--- config.mk ---
export PLATFORM = sky130hd
export DESIGN_NAME = pwr_state_io
export DESIGN_NICKNAME = d
export VERILOG_FILES = /design/src/verilog/pwr_state_pkg.sv /design/src/verilog/pin_sync.sv /design/src/verilog/pwr_state_io.sv
export VERILOG_INCLUDE_DIRS = /design/src /design/src/verilog
export SDC_FILE = /design/constraint.sdc
export NUM_CORES = 1
export LEC_CHECK = 0
export BUFFER_PORTS_ARGS = -buffer_cell sky130_fd_sc_hd__buf_4
export CELL_PAD_IN_SITES_DETAIL_PLACEMENT = 1
export CELL_PAD_IN_SITES_GLOBAL_PLACEMENT = 1
export CORE_MARGIN = 2
export CORE_UTILIZATION = 47
export CTS_BUF_LIST = sky130_fd_sc_hd__clkbuf_8
export DETAILED_ROUTE_END_ITERATION = 10
export GPL_TIMING_DRIVEN = 0
export PLACE_DENSITY = 0.95
export SLEW_MARGIN = 10
export SYNTH_ARGS = -nofsm -noshare
export SYNTH_HDL_FRONTEND = slang
export SYNTH_SLANG_ARGS = --single-unit
--- constraint.sdc ---
create_clock -name ref_clk -period 3.9 [get_ports ref_clk]
set_input_delay 0.195 -clock ref_clk [delete_from_list [all_inputs] [get_ports ref_clk]]
set_output_delay 0.195 -clock ref_clk [all_outputs]
set_load 0.03 [all_outputs]
--- src/verilog/pwr_state_defines.svh ---
/*
  power-on state and i/o port block: offsets, field positions, reset values
  and timing counts as macros. assumes a 50 MHz ref_clk.
*/
`ifndef PWR_STATE_DEFINES_SVH
`define PWR_STATE_DEFINES_SVH

// ----------------------------------------------------------------------
// register offsets (word index on the plain register port)
// ----------------------------------------------------------------------
`define OFS_DATA_A      4'h0
`define OFS_DATA_B      4'h1
`define OFS_FUNC        4'h2
`define OFS_PORT_DIR    4'h3
`define OFS_PORT_OUT    4'h4
`define OFS_PORT_IN     4'h5
`define OFS_STATUS      4'h6

// ----------------------------------------------------------------------
// field positions and reset values
// ----------------------------------------------------------------------
`define FUNC_GND_ADJ_BIT 0
`define ZERO_CODE       16'h0000
`define DATA_RST        16'h0000
`define PORT_RST        2'h0

// ----------------------------------------------------------------------
// timing: strap sampling waits for supplies to settle
// ----------------------------------------------------------------------
`define CLK_PERIOD_NS   20
`define SETTLE_TIME_NS  1000
`define SETTLE_CYCLES   ((`SETTLE_TIME_NS + `CLK_PERIOD_NS - 1) / `CLK_PERIOD_NS)

`endif

--- src/verilog/pwr_state_pkg.sv ---
/*
  types for the power-on state block. assumes the defines header sits beside.
*/
package pwr_state_pkg;
  // power-up output state chosen from straps
  typedef enum logic [1:0] {
    out_clamped,
    out_zero_code,
    out_driving
  } out_state_t;

  // strap levels sampled at power-on
  typedef struct packed {
    logic coding_sel;
    logic zero_n;
    logic load_n;
  } strap_t;
endpackage : pwr_state_pkg

--- src/verilog/pin_sync.sv ---
/*
  three-stage synchroniser for a pin bus; a change counts once stages two
  and three agree. assumes ref_clk domain and async active-low reset.
*/
`timescale 1ns/10ps
`default_nettype none
module pin_sync #(
  parameter int W = 1
) (
  input  wire logic         ref_clk, // clock
  input  wire logic         rstn,    // async reset, active low
  input  wire logic [W-1:0] pin_in,  // raw pins
  output var  logic [W-1:0] pin_out  // filtered level
);
  logic [W-1:0] s1_q, s2_q, s3_q, out_q;
  logic [W-1:0] out_d;

  // --------------------------------------------------------------------
  // accept a level only after two clean samples agree
  // --------------------------------------------------------------------
  always_comb
  begin
    out_d = out_q;
    for (int i = 0; i < W; i++)
    begin
      if (s2_q[i] == s3_q[i])
        out_d[i] = s3_q[i];
    end
  end

  // first stage is read only by the second
  always_ff @(posedge ref_clk or negedge rstn)
  begin
    if (!rstn)
    begin
      s1_q  <= '0;
      s2_q  <= '0;
      s3_q  <= '0;
      out_q <= '0;
    end
    else
    begin
      s1_q  <= pin_in;
      s2_q  <= s1_q;
      s3_q  <= s2_q;
      out_q <= out_d;
    end
  end

  assign pin_out = out_q;
endmodule : pin_sync
`default_nettype wire

--- src/verilog/pwr_state_io.sv ---
/*
  power-on output state, 2-bit general port and ground offset enable.
  assumes a host reaches registers over a plain strobe port on ref_clk and
  that the straps are stable by the end of the settle time after rstn.
*/
// Decided for this implementation: the address-and-strobe port and the placing of the registers.
`timescale 1ns/10ps
`default_nettype none
`include "pwr_state_defines.svh"

module pwr_state_io
  import pwr_state_pkg::*;
(
  input  wire logic        ref_clk,            // 50 MHz clock
  input  wire logic        rstn,               // async reset, active low
  input  wire logic [3:0]  addr,               // register index
  input  wire logic [15:0] wdata,              // write data
  input  wire logic        wr,                 // write strobe
  input  wire logic        rd,                 // read strobe
  output var  logic [15:0] rdata,              // read data, next cycle
  input  wire logic        async_zero_input,   // zero strap, active low
  input  wire logic        load_update_strobe, // load strobe, active low
  input  wire logic        coding_select_pin,  // 1 offset binary, 0 twos comp
  input  wire logic        port_pin_zero_in,   // port pin 0 level
  input  wire logic        port_pin_one_in,    // port pin 1 level
  output var  logic        port_pin_zero_out,  // port pin 0 drive
  output var  logic        port_pin_one_out,   // port pin 1 drive
  output var  logic        port_pin_zero_oe_n, // low while driving pin 0
  output var  logic        port_pin_one_oe_n,  // low while driving pin 1
  output var  logic [15:0] dac_code_a,         // channel a output code
  output var  logic [15:0] dac_code_b,         // channel b output code
  output var  logic        out_clamp,          // outputs held at local ground
  output var  logic        offset_binary,      // coding in force
  output var  logic        gnd_adj_en          // ground offset correction on
);
  // --------------------------------------------------------------------
  // pin synchronisers
  // --------------------------------------------------------------------
  logic [4:0] pins_s;
  pin_sync #(.W(5)) u_sync (
    .ref_clk (ref_clk),
    .rstn    (rstn),
    .pin_in  ({coding_select_pin, async_zero_input, load_update_strobe,
               port_pin_one_in, port_pin_zero_in}),
    .pin_out (pins_s)
  );

  strap_t live_strap;
  assign live_strap = '{coding_sel: pins_s[4], zero_n: pins_s[3], load_n: pins_s[2]};

  // --------------------------------------------------------------------
  // state registers
  // --------------------------------------------------------------------
  typedef enum logic [1:0] {
    ph_settle,
    ph_run
  } phase_t;

  phase_t      phase_q, phase_d;
  logic [7:0]  settle_q, settle_d;
  out_state_t  ost_q, ost_d;
  logic        coding_q, coding_d;
  logic [15:0] data_a_q, data_a_d, data_b_q, data_b_d;
  logic [15:0] act_a_q, act_a_d, act_b_q, act_b_d;
  logic        gnd_q, gnd_d;
  logic [1:0]  dir_q, dir_d, pout_q, pout_d;
  logic [15:0] rdata_q, rdata_d;
  logic        clamp_q, clamp_d;

  // --------------------------------------------------------------------
  // power-up sequencing, data and port registers, read mux
  // --------------------------------------------------------------------
  always_comb
  begin
    phase_d  = phase_q;
    settle_d = settle_q;
    ost_d    = ost_q;
    coding_d = coding_q;
    data_a_d = data_a_q;
    data_b_d = data_b_q;
    act_a_d  = act_a_q;
    act_b_d  = act_b_q;
    gnd_d    = gnd_q;
    dir_d    = dir_q;
    pout_d   = pout_q;
    clamp_d  = clamp_q;
    rdata_d  = 16'h0000;

    unique case (phase_q)
      // supplies settling: outputs clamped, writes ignored
      ph_settle:
      begin
        clamp_d = 1'b1;
        if (settle_q == 8'((`SETTLE_CYCLES) - 1))
        begin
          phase_d  = ph_run;
          coding_d = live_strap.coding_sel;
          // strap decode: any low strobe drives zero code
          if (!live_strap.zero_n || !live_strap.load_n)
          begin
            ost_d    = out_zero_code;
            data_a_d = `ZERO_CODE;
            data_b_d = `ZERO_CODE;
            act_a_d  = `ZERO_CODE;
            act_b_d  = `ZERO_CODE;
            clamp_d  = 1'b0;
          end
          else
          begin
            ost_d = out_clamped;
          end
        end
        else
        begin
          settle_d = settle_q + 8'h01;
        end
      end
      ph_run:
      begin
        if (wr)
        begin
          unique case (addr)
            `OFS_DATA_A:
            begin
              data_a_d = wdata;
              act_a_d  = wdata;
              clamp_d  = 1'b0;
              ost_d    = out_driving;
            end
            `OFS_DATA_B:
            begin
              data_b_d = wdata;
              act_b_d  = wdata;
              clamp_d  = 1'b0;
              ost_d    = out_driving;
            end
            `OFS_FUNC:     gnd_d  = wdata[`FUNC_GND_ADJ_BIT];
            `OFS_PORT_DIR: dir_d  = wdata[1:0];
            `OFS_PORT_OUT: pout_d = wdata[1:0];
            default: ;
          endcase
        end
      end
      default: phase_d = ph_settle;
    endcase

    // reads answer in the next cycle; unmapped reads give zero
    if (rd)
    begin
      unique case (addr)
        `OFS_DATA_A:   rdata_d = data_a_q;
        `OFS_DATA_B:   rdata_d = data_b_q;
        `OFS_FUNC:     rdata_d = {15'h0000, gnd_q};
        `OFS_PORT_DIR: rdata_d = {14'h0000, dir_q};
        `OFS_PORT_OUT: rdata_d = {14'h0000, pout_q};
        // input pins read live level, output pins read their drive
        `OFS_PORT_IN:  rdata_d = {14'h0000, (dir_q & pout_q) | (~dir_q & pins_s[1:0])};
        `OFS_STATUS:   rdata_d = {11'h000, coding_q, clamp_q, ost_q, phase_q == ph_run};
        default:       rdata_d = 16'h0000;
      endcase
    end
  end

  // --------------------------------------------------------------------
  // register stage
  // --------------------------------------------------------------------
  always_ff @(posedge ref_clk or negedge rstn)
  begin
    if (!rstn)
    begin
      phase_q  <= ph_settle;
      settle_q <= 8'h00;
      ost_q    <= out_clamped;
      coding_q <= 1'b0;
      data_a_q <= `DATA_RST;
      data_b_q <= `DATA_RST;
      act_a_q  <= `DATA_RST;
      act_b_q  <= `DATA_RST;
      gnd_q    <= 1'b0;
      dir_q    <= `PORT_RST;
      pout_q   <= `PORT_RST;
      rdata_q  <= 16'h0000;
      clamp_q  <= 1'b1; // clamped from the very start
    end
    else
    begin
      phase_q  <= phase_d;
      settle_q <= settle_d;
      ost_q    <= ost_d;
      coding_q <= coding_d;
      data_a_q <= data_a_d;
      data_b_q <= data_b_d;
      act_a_q  <= act_a_d;
      act_b_q  <= act_b_d;
      gnd_q    <= gnd_d;
      dir_q    <= dir_d;
      pout_q   <= pout_d;
      rdata_q  <= rdata_d;
      clamp_q  <= clamp_d;
    end
  end

  // every output is a flip-flop, except the two oe_n enables, which are inverted flip-flops
  assign rdata              = rdata_q;
  assign dac_code_a         = act_a_q;
  assign dac_code_b         = act_b_q;
  assign out_clamp          = clamp_q;
  assign offset_binary      = coding_q;
  assign gnd_adj_en         = gnd_q;
  assign port_pin_zero_out  = pout_q[0];
  assign port_pin_one_out   = pout_q[1];
  assign port_pin_zero_oe_n = ~dir_q[0];
  assign port_pin_one_oe_n  = ~dir_q[1];
endmodule : pwr_state_io
`default_nettype wire

==> results of run 1 <==
==> flip-flops by register name, indices dropped and copies added, names as in the netlist <==
| register | count |
|---|---|
| u_sync.pin_out | 5 |
| offset_binary | 1 |
| ost_q | 2 |
| rdata | 16 |
| out_clamp | 1 |
| settle_q | 8 |
| phase_q | 1 |
| gnd_adj_en | 1 |
| u_sync.s3_q | 5 |
| pout_q | 2 |
| dac_code_a | 16 |
| dir_q | 2 |
| u_sync.s1_q | 5 |
| u_sync.s2_q | 5 |
| dac_code_b | 16 |
==> routing by layer <==
layer  vias up  share of wire  GRT usage
met2       152           0.52     0.4559
li1       1151              -          -
met5         -              0          0
met4         0          0.045     0.1680
met3        39          0.068    0.05910
met1      1383           0.37     0.3178
==> worst max-delay path: cells and delay by family (launching register included) <==
kind                       cells  cell delay (ns)
AOI/OAI and AO/OA              2             0.69
adders and majority gates      1             0.14
buffers and inverters          2             0.29
DFF                            1             0.42
and+or+nand+nor                2             0.69
==> power by group <==
| part | switching (mW) | internal (mW) |
|---|---|---|
| combinational | 0.0644 | 0.0416 |
| clock | 0.325 | 0.331 |
| sequential | 0.00795 | 0.905 |
| total | 0.397 | 1.28 |
==> cell usage after synthesis (all sizes together) <==
cell type  instances  area share
and3               2      0.0037
dfstp              1      0.0078
inv                4      0.0044
nor4b              3      0.0096
and4               1      0.0026
nand2b             2      0.0037
a21oi              6      0.0089
clkbuf            11       0.012
or4b               1      0.0041
buf                7       0.013
mux2i              3      0.0089
a2bb2oi            3      0.0078
o21bai             1      0.0022
o21ai              2      0.0030
a211oi             1      0.0022
a32o              33       0.097
xnor2              5       0.013
nor3b              2      0.0044
nor3               1      0.0015
nor4               2      0.0081
a22oi             11       0.024
a2111oi            2       0.011
nor2b              4      0.0074
mux2               6       0.020
dfrtp             85        0.63
nand2              8      0.0089
o21ba              1      0.0030
a221oi             1      0.0026
nand3              4      0.0059
nor2              22       0.026
ha                 2      0.0074
xor2               2      0.0052
nand4              1      0.0018
maj3               5       0.015
nand3b             4      0.0089
a32oi              3      0.0078
==> cells by family (layout without fill, tap and decap cells) <==
group | Yosys count | after routing
compound gates | 64 | 64
simple gates | 57 | 57
fa+ha+maj | 7 | 7
flops | 86 | 86
buf+inv | 22 | 124
mux | 9 | 9
xor+xnor | 7 | 7
==> layout make-up <==
class	instances	area, µm²	share of cell area
timing repair buffer	86	658.1	0.1504
multi-input combinational	144	1136	0.2596
clock inverter	5	57.56	0.01315
sequential	86	2153	0.4920
tap	96	120.1	0.02744
buffer	18	85.08	0.01944
clock buffer	11	151.4	0.03459
inverter	4	15.01	0.003431
==> metrics by stage <==
step           total power, mW  instance area [µm²]  hold WS [ns]  setup slack (ns)    util
2_1_floorplan           0.9710                 3390       -0.1006             1.851       -
3_3_place_gp             1.026                 4118        0.3040             1.657  0.5995
3_5_place_dp             1.031                 4118        0.3056             1.585  0.5995
4_1_cts                  1.688                 4377       0.04193             1.558  0.6372
5_1_grt                  1.732                 4377       0.07540             1.455  0.6372
6_report                 1.674                 4377      -0.01198             1.557  0.6372
==> worst paths after layout <==
| path | start | to | depth (start not counted) |
|---|---|---|---|
| worst max-delay path | settle_q[1]$_DFFE_PN0P_ | dac_code_a[13]$_DFFE_PN0P_ | 7 |
| worst min-delay path | rstn | dac_code_b[10]$_DFFE_PN0P_ | 1 |
| worst max register to register | settle_q[1]$_DFFE_PN0P_ | dac_code_a[13]$_DFFE_PN0P_ | 7 |
| worst min register to register | u_sync.s1_q[1]$_DFF_PN0_ | u_sync.s2_q[1]$_DFF_PN0_ | 0 |
| max in group asynchronous | rstn | u_sync.s3_q[1]$_DFF_PN0_ | 1 |
| min in group ref_clk | wdata[11] | dac_code_b[11]$_DFFE_PN0P_ | 2 |
==> impl_metrics.ini, run 1 <==
[run_status]
status = finished, violations left
violations = negative hold slack

[power]
power.density_nw_per_um2 = 382.6
vdd_ir_drop_max_mv = 0.2705
p_leak_nw = 2.013

[place]
dpl.cell_count = 429
gp_congestion = 0.8223
hpwl_mm = 6.584
io_buffer_count = 81

[critical_path]
cp-end-kind = flop
cp_slowest_stage_delay_ns = 0.50
worstPathRequired_ns = 4.15
path_class = reg -> reg
cp_cell_sequence = inv_1 > ha_1 > or4b_4 > a2111oi_4 > nor2_2 > buf_6 > a32o_1
cp_data_arrival_time_ns = 2.59
start_kind = flop
reg2reg_slack_ns = 1.56
worst-path-max-fanout = 10
critPathSlowestCell = or4b_4

[floorplanning]
fp.coreArea_um2 = 6869
io_pins = 84
die_w_um = 88.92
fp.dieH_um = 88.92
initial_core_util = 0.4934
rows = 30
die-area_um2 = 7907

[timing]
drv_slew = 0
holdWs_ns = -0.01198
finalHoldViolCount = 8
fmax_mhz = 426.7
slew_headroom = 0.2636
finalCritPeriodShare = 0.6009
tightestPinTransition_ns = 1.094
grt_setup_unrepaired = no
setup_viol = 0
fin_skew_ns = 0.01589
fin_setup_tns_ns = 0
fin_crit_ns = 2.343

[finish]
fill_cells = 695
stdcell_count = 450
syn2layout_area_growth_pct = 29.13
drive_gt1_frac = 0.3249
num-nets-final = 380
layout_commonest_cell = dfrtp_1
final_cell_mix = dfrtp_1, buf_4, a32o_1, nor2_1
antennaDiodeCount = 0

[detailed_routing]
via_per_inst = 6.056
drt-initial-drc-count = 223
first_pass_iters = 5
drtAntennaViolNets = 0
drc_errors = 0
drt_wl_total_mm = 9.853
num_vias = 2725
wl_per_cell_um = 21.90

[clock_network]
hold_buffers = 5
clkLatencyLatePin_ns = 0.37
clk_path_buf_depth = 2
post_cts_resized = 0
htreeDepth = 3
numCtsBuffers = 9
numClockSinks = 86
cts_tree = done
clk_pin_slew_worst_paths_ns = 0.09
postCtsSetupBuffers = 0
clock-root-buffer = clkbuf_8

[job]
maxCapViolations = 0

[synthesis]
synth-seq-cells = 86
syn_avg_cell_area_um2 = 13.45
muxShareOfSynthArea = 0.02879
synth_compound_area_frac = 0.1698
synth-simple-area-share = 0.09635
synth_cells = 252
synth_fa_ha_area_frac = 0.02215
netlist_area_um2 = 3390
yosysSeqAreaShare = 0.6353
synth_warnings = 0
ys_types = 42
synth_top_family_by_area = compound AO/OA/AOI/OAI gates
synth_xor_area_frac = 0.01809
synth_fp_nets = 283

[min_path]
hold_path_class = in -> async

[grt]
grt_max_degree = 87
grt_pass1_wl_mm = 15.56
antenna_found_initial = 0
grt_util_all_layers = 0.2715
grt_pass1_vias = 2906
grt_overflow = 0
Power figures use the tool's default switching activity.
==> run 2: changes to the inputs <==
ABC_AREA = 1   (was unset)
CORE_UTILIZATION = 41   (was 47)
PLACE_DENSITY = 0.89   (was 0.95)
clock period = 2.43 ns   (was 3.9 ns; I/O delays follow)
==> impl_metrics.ini, run 2 <==
[clock_network]
postCtsSetupBuffers = 0
htreeDepth = 3
numCtsBuffers = 9
cts_tree = done
clk_pin_slew_worst_paths_ns = 0.09
clkLatencyLatePin_ns = 0.35
clock-root-buffer = clkbuf_8
numClockSinks = 86
clk_path_buf_depth = 2

[grt]
grt_pass1_vias = 3497
grt_util_all_layers = 0.2209
grt_max_degree = 87
grtUsageMet3 = 0.03303
met1_usage = 0.2783
grt_overflow = 0
antenna_found_initial = 0
busiest_layer = met2
grt_pass1_wl_mm = 17.11
grtUsageMet2 = 0.3929

[finish]
drive_gt1_frac = 0.2374
antennaDiodeCount = 0
final_cell_mix = nand2_1, buf_4, dfrtp_1, nand3_1, inv_1
stdcell_count = 643
layout_commonest_cell = nand2_1
syn2layout_area_growth_pct = 26.52
num-nets-final = 561

[power]
totalPowerFinal_mw = 2.566
vdd_ir_drop_max_mv = 0.2648
power.density_nw_per_um2 = 540.0
p_leak_nw = 2.656

[place]
io_buffer_count = 83
dpl.cell_count = 621
hpwl_mm = 7.589
gp_congestion = 0.8427
pre_cts_ws_ns = 0.6651

[synthesis]
synth_cells = 430
async_flop_share = 1.000
syn_avg_cell_area_um2 = 8.732
synth-simple-area-share = 0.2869
synth_top_flop_cell = dfrtp_1
synth_area_leader_cell = dfrtp_1
yosysSeqAreaShare = 0.5735
synth_compound_area_frac = 0.04065
synth_top_area_frac = 0.5665
synth_top_family_by_area = simple AND/OR/NAND/NOR gates
synth_fp_nets = 461
netlist_area_um2 = 3755
yosys-top-cells-area = dfrtp_1, nand2_1, nand3_1
synth_edf_count = 0
synth_xor_area_frac = 0.01166
synth_commonest_cells = nand2_1, dfrtp_1, nand3_1, inv_1, nor2_1
synth_warnings = 0
synth-seq-cells = 86
muxShareOfSynthArea = 0
synth_fa_ha_area_frac = 0.01999
ys_types = 28
yosys.cell_count.top_type = nand2_1

[run_status]
status = finished, violations left
violations = negative hold slack

[timing]
finalCritPeriodShare = 0.7493
slew_headroom = 0.2727
tightestPinTransition_ns = 1.091
grt_setup_unrepaired = no
holdWs_ns = -0.01874
fin_crit_ns = 1.821
finalHoldViolCount = 38
setup_viol = 0
setup_slack_ns = 0.6093
fin_skew_ns = 0.009388
drv_slew = 0
fmax_mhz = 549.2
fin_setup_tns_ns = 0

[detailed_routing]
drt-initial-drc-count = 150
num_vias = 3264
drc_errors = 0
via_per_inst = 5.076
drt_wl_total_mm = 10.39
drtAntennaViolNets = 0
first_pass_iters = 4
wl_per_cell_um = 16.15

[floorplanning]
die_w_um = 99.70
initial_core_util = 0.4264
io_pins = 84
rows = 34
fp.coreArea_um2 = 8806
fp.dieH_um = 99.70
die-area_um2 = 9940

[critical_path]
start_kind = flop
cp-end-kind = flop
worstPathRequired_ns = 2.67
path_class = reg -> reg
worst-path-max-fanout = 10
cp_data_arrival_time_ns = 2.07

[min_path]
hold_path_class = in -> async

[job]
maxCapViolations = 0
-- run 2: cells by family (layout without fill, tap and decap cells) --
| group | after synthesis | in the layout |
|---|---|---|
| compound gates | 27 | 27 |
| xor+xnor | 5 | 5 |
| fa+ha+maj | 7 | 7 |
| buf+inv | 57 | 162 |
| flops | 86 | 86 |
| simple gates | 248 | 248 |
-- run 2: cell type report --
class                           instances  area [µm²]
Buffer                                 12       83.83
Clock buffer                           10       137.6
Clock inverter                          6       40.04
Fill cell                            1076        4055
Inverter                               45       168.9
Multi-Input combinational cell        287        1349
Sequential cell                        86        2153
Tap cell                              108       135.1
Timing Repair Buffer                   89       683.2
-- run 2: path summary, 6_finish.rpt --
kind                                          start                          to  slack (ns)  cells after the start
setup reg to reg            settle_q[1]$_DFFE_PN0P_   dac_code_a[7]$_DFFE_PN0P_        0.61                     10
setup / recovery            settle_q[1]$_DFFE_PN0P_   dac_code_a[7]$_DFFE_PN0P_        0.61                     10
hold / removal                                 rstn     settle_q[2]$_DFFE_PN0P_       -0.02                      1
min in group ref_clk                       wdata[1]       pout_q[1]$_DFFE_PN0P_        0.02                      3
max in group asynchronous                      rstn  dac_code_a[14]$_DFFE_PN0P_        1.76                      1
hold reg to reg            u_sync.s1_q[3]$_DFF_PN0_    u_sync.s2_q[3]$_DFF_PN0_        0.36                      0
-- run 2: layer usage --
layer,up-vias,part of all wire
met3,11,0.043
li1,1536,-
met2,73,0.53
met5,-,0
met4,0,0.010
met1,1644,0.42
-- run 2: timing repair --
action	4_1_cts	5_1_grt
setup endpoints to repair	0	0
gates resized for setup	0	0
hold buffers	6	0
endpoints found under the hold margin	7	0
-- run 2: power by group --
part | internal (mW) | switching, mW
Combinational | 0.0725 | 0.124
Sequential | 1.45 | 0.0114
Clock | 0.396 | 0.509
Total | 1.92 | 0.644
-- run 2: metrics by stage --
step,cell area (µm²),utilization
floorplan,3755,-
global placement,4513,0.5125
detailed placement,4513,0.5125
CTS,4751,0.5395
global route,4751,0.5395
finish,4751,0.5395
-- run 2: critical path, cell delays in order, from the launching register on --
cell and delay [ns]:
dfrtp_1 0.43, inv_1 0.08, ha_1 0.14, nand2_1 0.09, nor2_2 0.21, nand3_2 0.20
nand2_4 0.17, nand2_4 0.10, buf_6 0.17, nand2_1 0.06, nand2_1 0.05
==> run 3: changes to the inputs <==
CORE_UTILIZATION = 37   (was 41)
PLACE_DENSITY = 0.85   (was 0.89)
clock period = 1.5 ns   (was 2.43 ns; I/O delays follow)
==> impl_metrics.ini, run 3 (synthesis gave the netlist of run 2 again) <==
[run_status]
status = finished, violations left
violations = negative setup slack

[grt]
grt_util_all_layers = 0.2152
grt_pass1_wl_mm = 18.53
antenna_found_initial = 0
grt_overflow = 0
grt_pass1_vias = 3733
grt_max_degree = 87

[critical_path]
critPathBufInv = 3
reg2reg_to = dac_code_b[7]$_DFFE_PN0P_
critPathSlowestCell = dfrtp_1
cp_cell_sequence = clkbuf_4 > clkbuf_4 > nand2_1 > inv_1 > nand3_1 > nand2_1
cp_data_arrival_time_ns = 1.95
worst-path-max-fanout = 11
path_class = reg -> reg
start_kind = flop
worstPathRequired_ns = 1.81
reg2reg_slack_ns = -0.14
cp-end-kind = flop
reg2reg_depth = 6
r2r_start = phase_q[0]$_DFFE_PN0P_
cp_slowest_stage_delay_ns = 0.52
critPathTopFamily = buffers and inverters

[clock_network]
numClockSinks = 86
clock-root-buffer = clkbuf_8
clk_pin_slew_worst_paths_ns = 0.09
htreeDepth = 3
clk_path_buf_depth = 2
numCtsBuffers = 9
clkLatencyLatePin_ns = 0.38
cts_tree = done

[detailed_routing]
drc_errors = 0
via_per_inst = 5.125
wl_per_cell_um = 19.35
drt-initial-drc-count = 174
drtAntennaViolNets = 0
num_vias = 3567
drt_wl_total_mm = 13.47
first_pass_iters = 4

[place]
io_buffer_count = 83
hpwl_mm = 7.483
gp_congestion = 0.8386

[timing]
fin_setup_tns_ns = -1.941
finalHoldViolCount = 0
fin_crit_ns = 1.645
finalCritPeriodShare = 1.096
tightestPinTransition_ns = 1.095
slew_headroom = 0.2699
setup_slack_ns = -0.1446
fmax_mhz = 608.0
fin_skew_ns = 0.01457
setup_viol = 35
grt_setup_unrepaired = yes
drv_slew = 0

[min_path]
hold_path_depth = 5
hold_path_class = in -> reg
hold_end = dac_code_a[3]$_DFFE_PN0P_
hp-start = wdata[3]

[finish]
antennaDiodeCount = 0
post-route-util = 0.5443
drive_gt1_frac = 0.3286
num-nets-final = 589
syn2layout_area_growth_pct = 42.35
layout_commonest_cell = nand2_1
final_cell_mix = nand2_1, buf_4, dfrtp_1, nand3_1, inv_1

[power]
p_leak_nw = 2.939
power.density_nw_per_um2 = 875.0
vdd_ir_drop_max_mv = 0.5916

[floorplanning]
fp.coreArea_um2 = 9819
initial_core_util = 0.3824
io_pins = 84
die_w_um = 104.7
die-area_um2 = 10970
fp.dieH_um = 104.7
rows = 36

[job]
maxCapViolations = 0
==> run 3: cell types whose count changed in the layout (fill, tap and decap cells not counted), moves of 8 or more <==
cell | before | now
buf_4 | 88 | 99
nand2_1 | 165 | 148
nand2_2 | 2 | 14
nand3_1 | 52 | 43
nand3_2 | 1 | 9
==> run 3: per-layer routing <==
metal  up-vias  GRT usage  routed length (µm)
met5         -          0                   0
met1      1809     0.2475                5073
met4         0    0.08571                 429
li1       1601          -                   -
met3        37    0.05240                 673
met2       120     0.3831                7294
==> run 3: where the power goes <==
| group | leakage [nW] | switching, mW | internal [mW] |
|---|---|---|---|
| clock network | 0.110 | 0.924 | 0.944 |
| logic | 1.71 | 0.252 | 0.185 |
| registers | 1.12 | 0.0178 | 2.35 |
==> run 3: final cells by class <==
type	count	area (µm²)
plain buffers	11	103.9
flip-flops and latches	86	2155
repair buffers	117	998.5
multi-input cells	288	1534
clock inverters	7	95.09
fillers	1169	4474
inverters	45	168.9
well taps	133	166.4
clock buffers	9	123.9
==> run 3: how the worst max path moves through the flow <==
stage               cells past startpoint                          to  slack, ns               startpoint
floorplan                              10  dac_code_a[10]$_DFFE_PN0P_       0.02  settle_q[1]$_DFFE_PN0P_
global placement                       10   dac_code_a[9]$_DFFE_PN0P_      -0.17  settle_q[1]$_DFFE_PN0P_
detailed placement                     10   dac_code_a[7]$_DFFE_PN0P_      -0.25  settle_q[1]$_DFFE_PN0P_
CTS                                    10  dac_code_a[11]$_DFFE_PN0P_      -0.06  settle_q[1]$_DFFE_PN0P_
global route                            6   dac_code_b[7]$_DFFE_PN0P_      -0.20   phase_q[0]$_DFFE_PN0P_
finish                                  6   dac_code_b[7]$_DFFE_PN0P_      -0.14   phase_q[0]$_DFFE_PN0P_
==> run 3: through the flow <==
stage / cells / instance area (µm²) / power [mW] / worst slack [ns] / hold WS, ns
6_report: 696 / 5345 / 4.677 / -0.1446 / 0.03987
5_1_grt: 696 / 5345 / 4.807 / -0.2017 / 0.04631
4_1_cts: 684 / 5084 / 4.600 / -0.05679 / 0.04423
3_5_place_dp: 646 / 4544 / 2.725 / -0.2539 / 0.1853
3_3_place_gp: 646 / 4544 / 2.716 / -0.1688 / 0.1842
2_1_floorplan: 430 / 3755 / 2.554 / 0.01859 / -0.2206
==> run 3: worst min-delay path, stage by stage <==
cell and delay [ns]:
buf_4 0.08, nand2_1 0.04, inv_1 0.07, nand3_1 0.07, nand2_1 0.05
==> run 3: timing repair <==
item,4_1_cts,5_1_grt
setup endpoints to repair,40,43
setup buffers,12,8
endpoints found under the hold margin,97,0
pin swaps,6,20
gates resized for setup,29,32
hold buffers,10,0
cloned,1,4
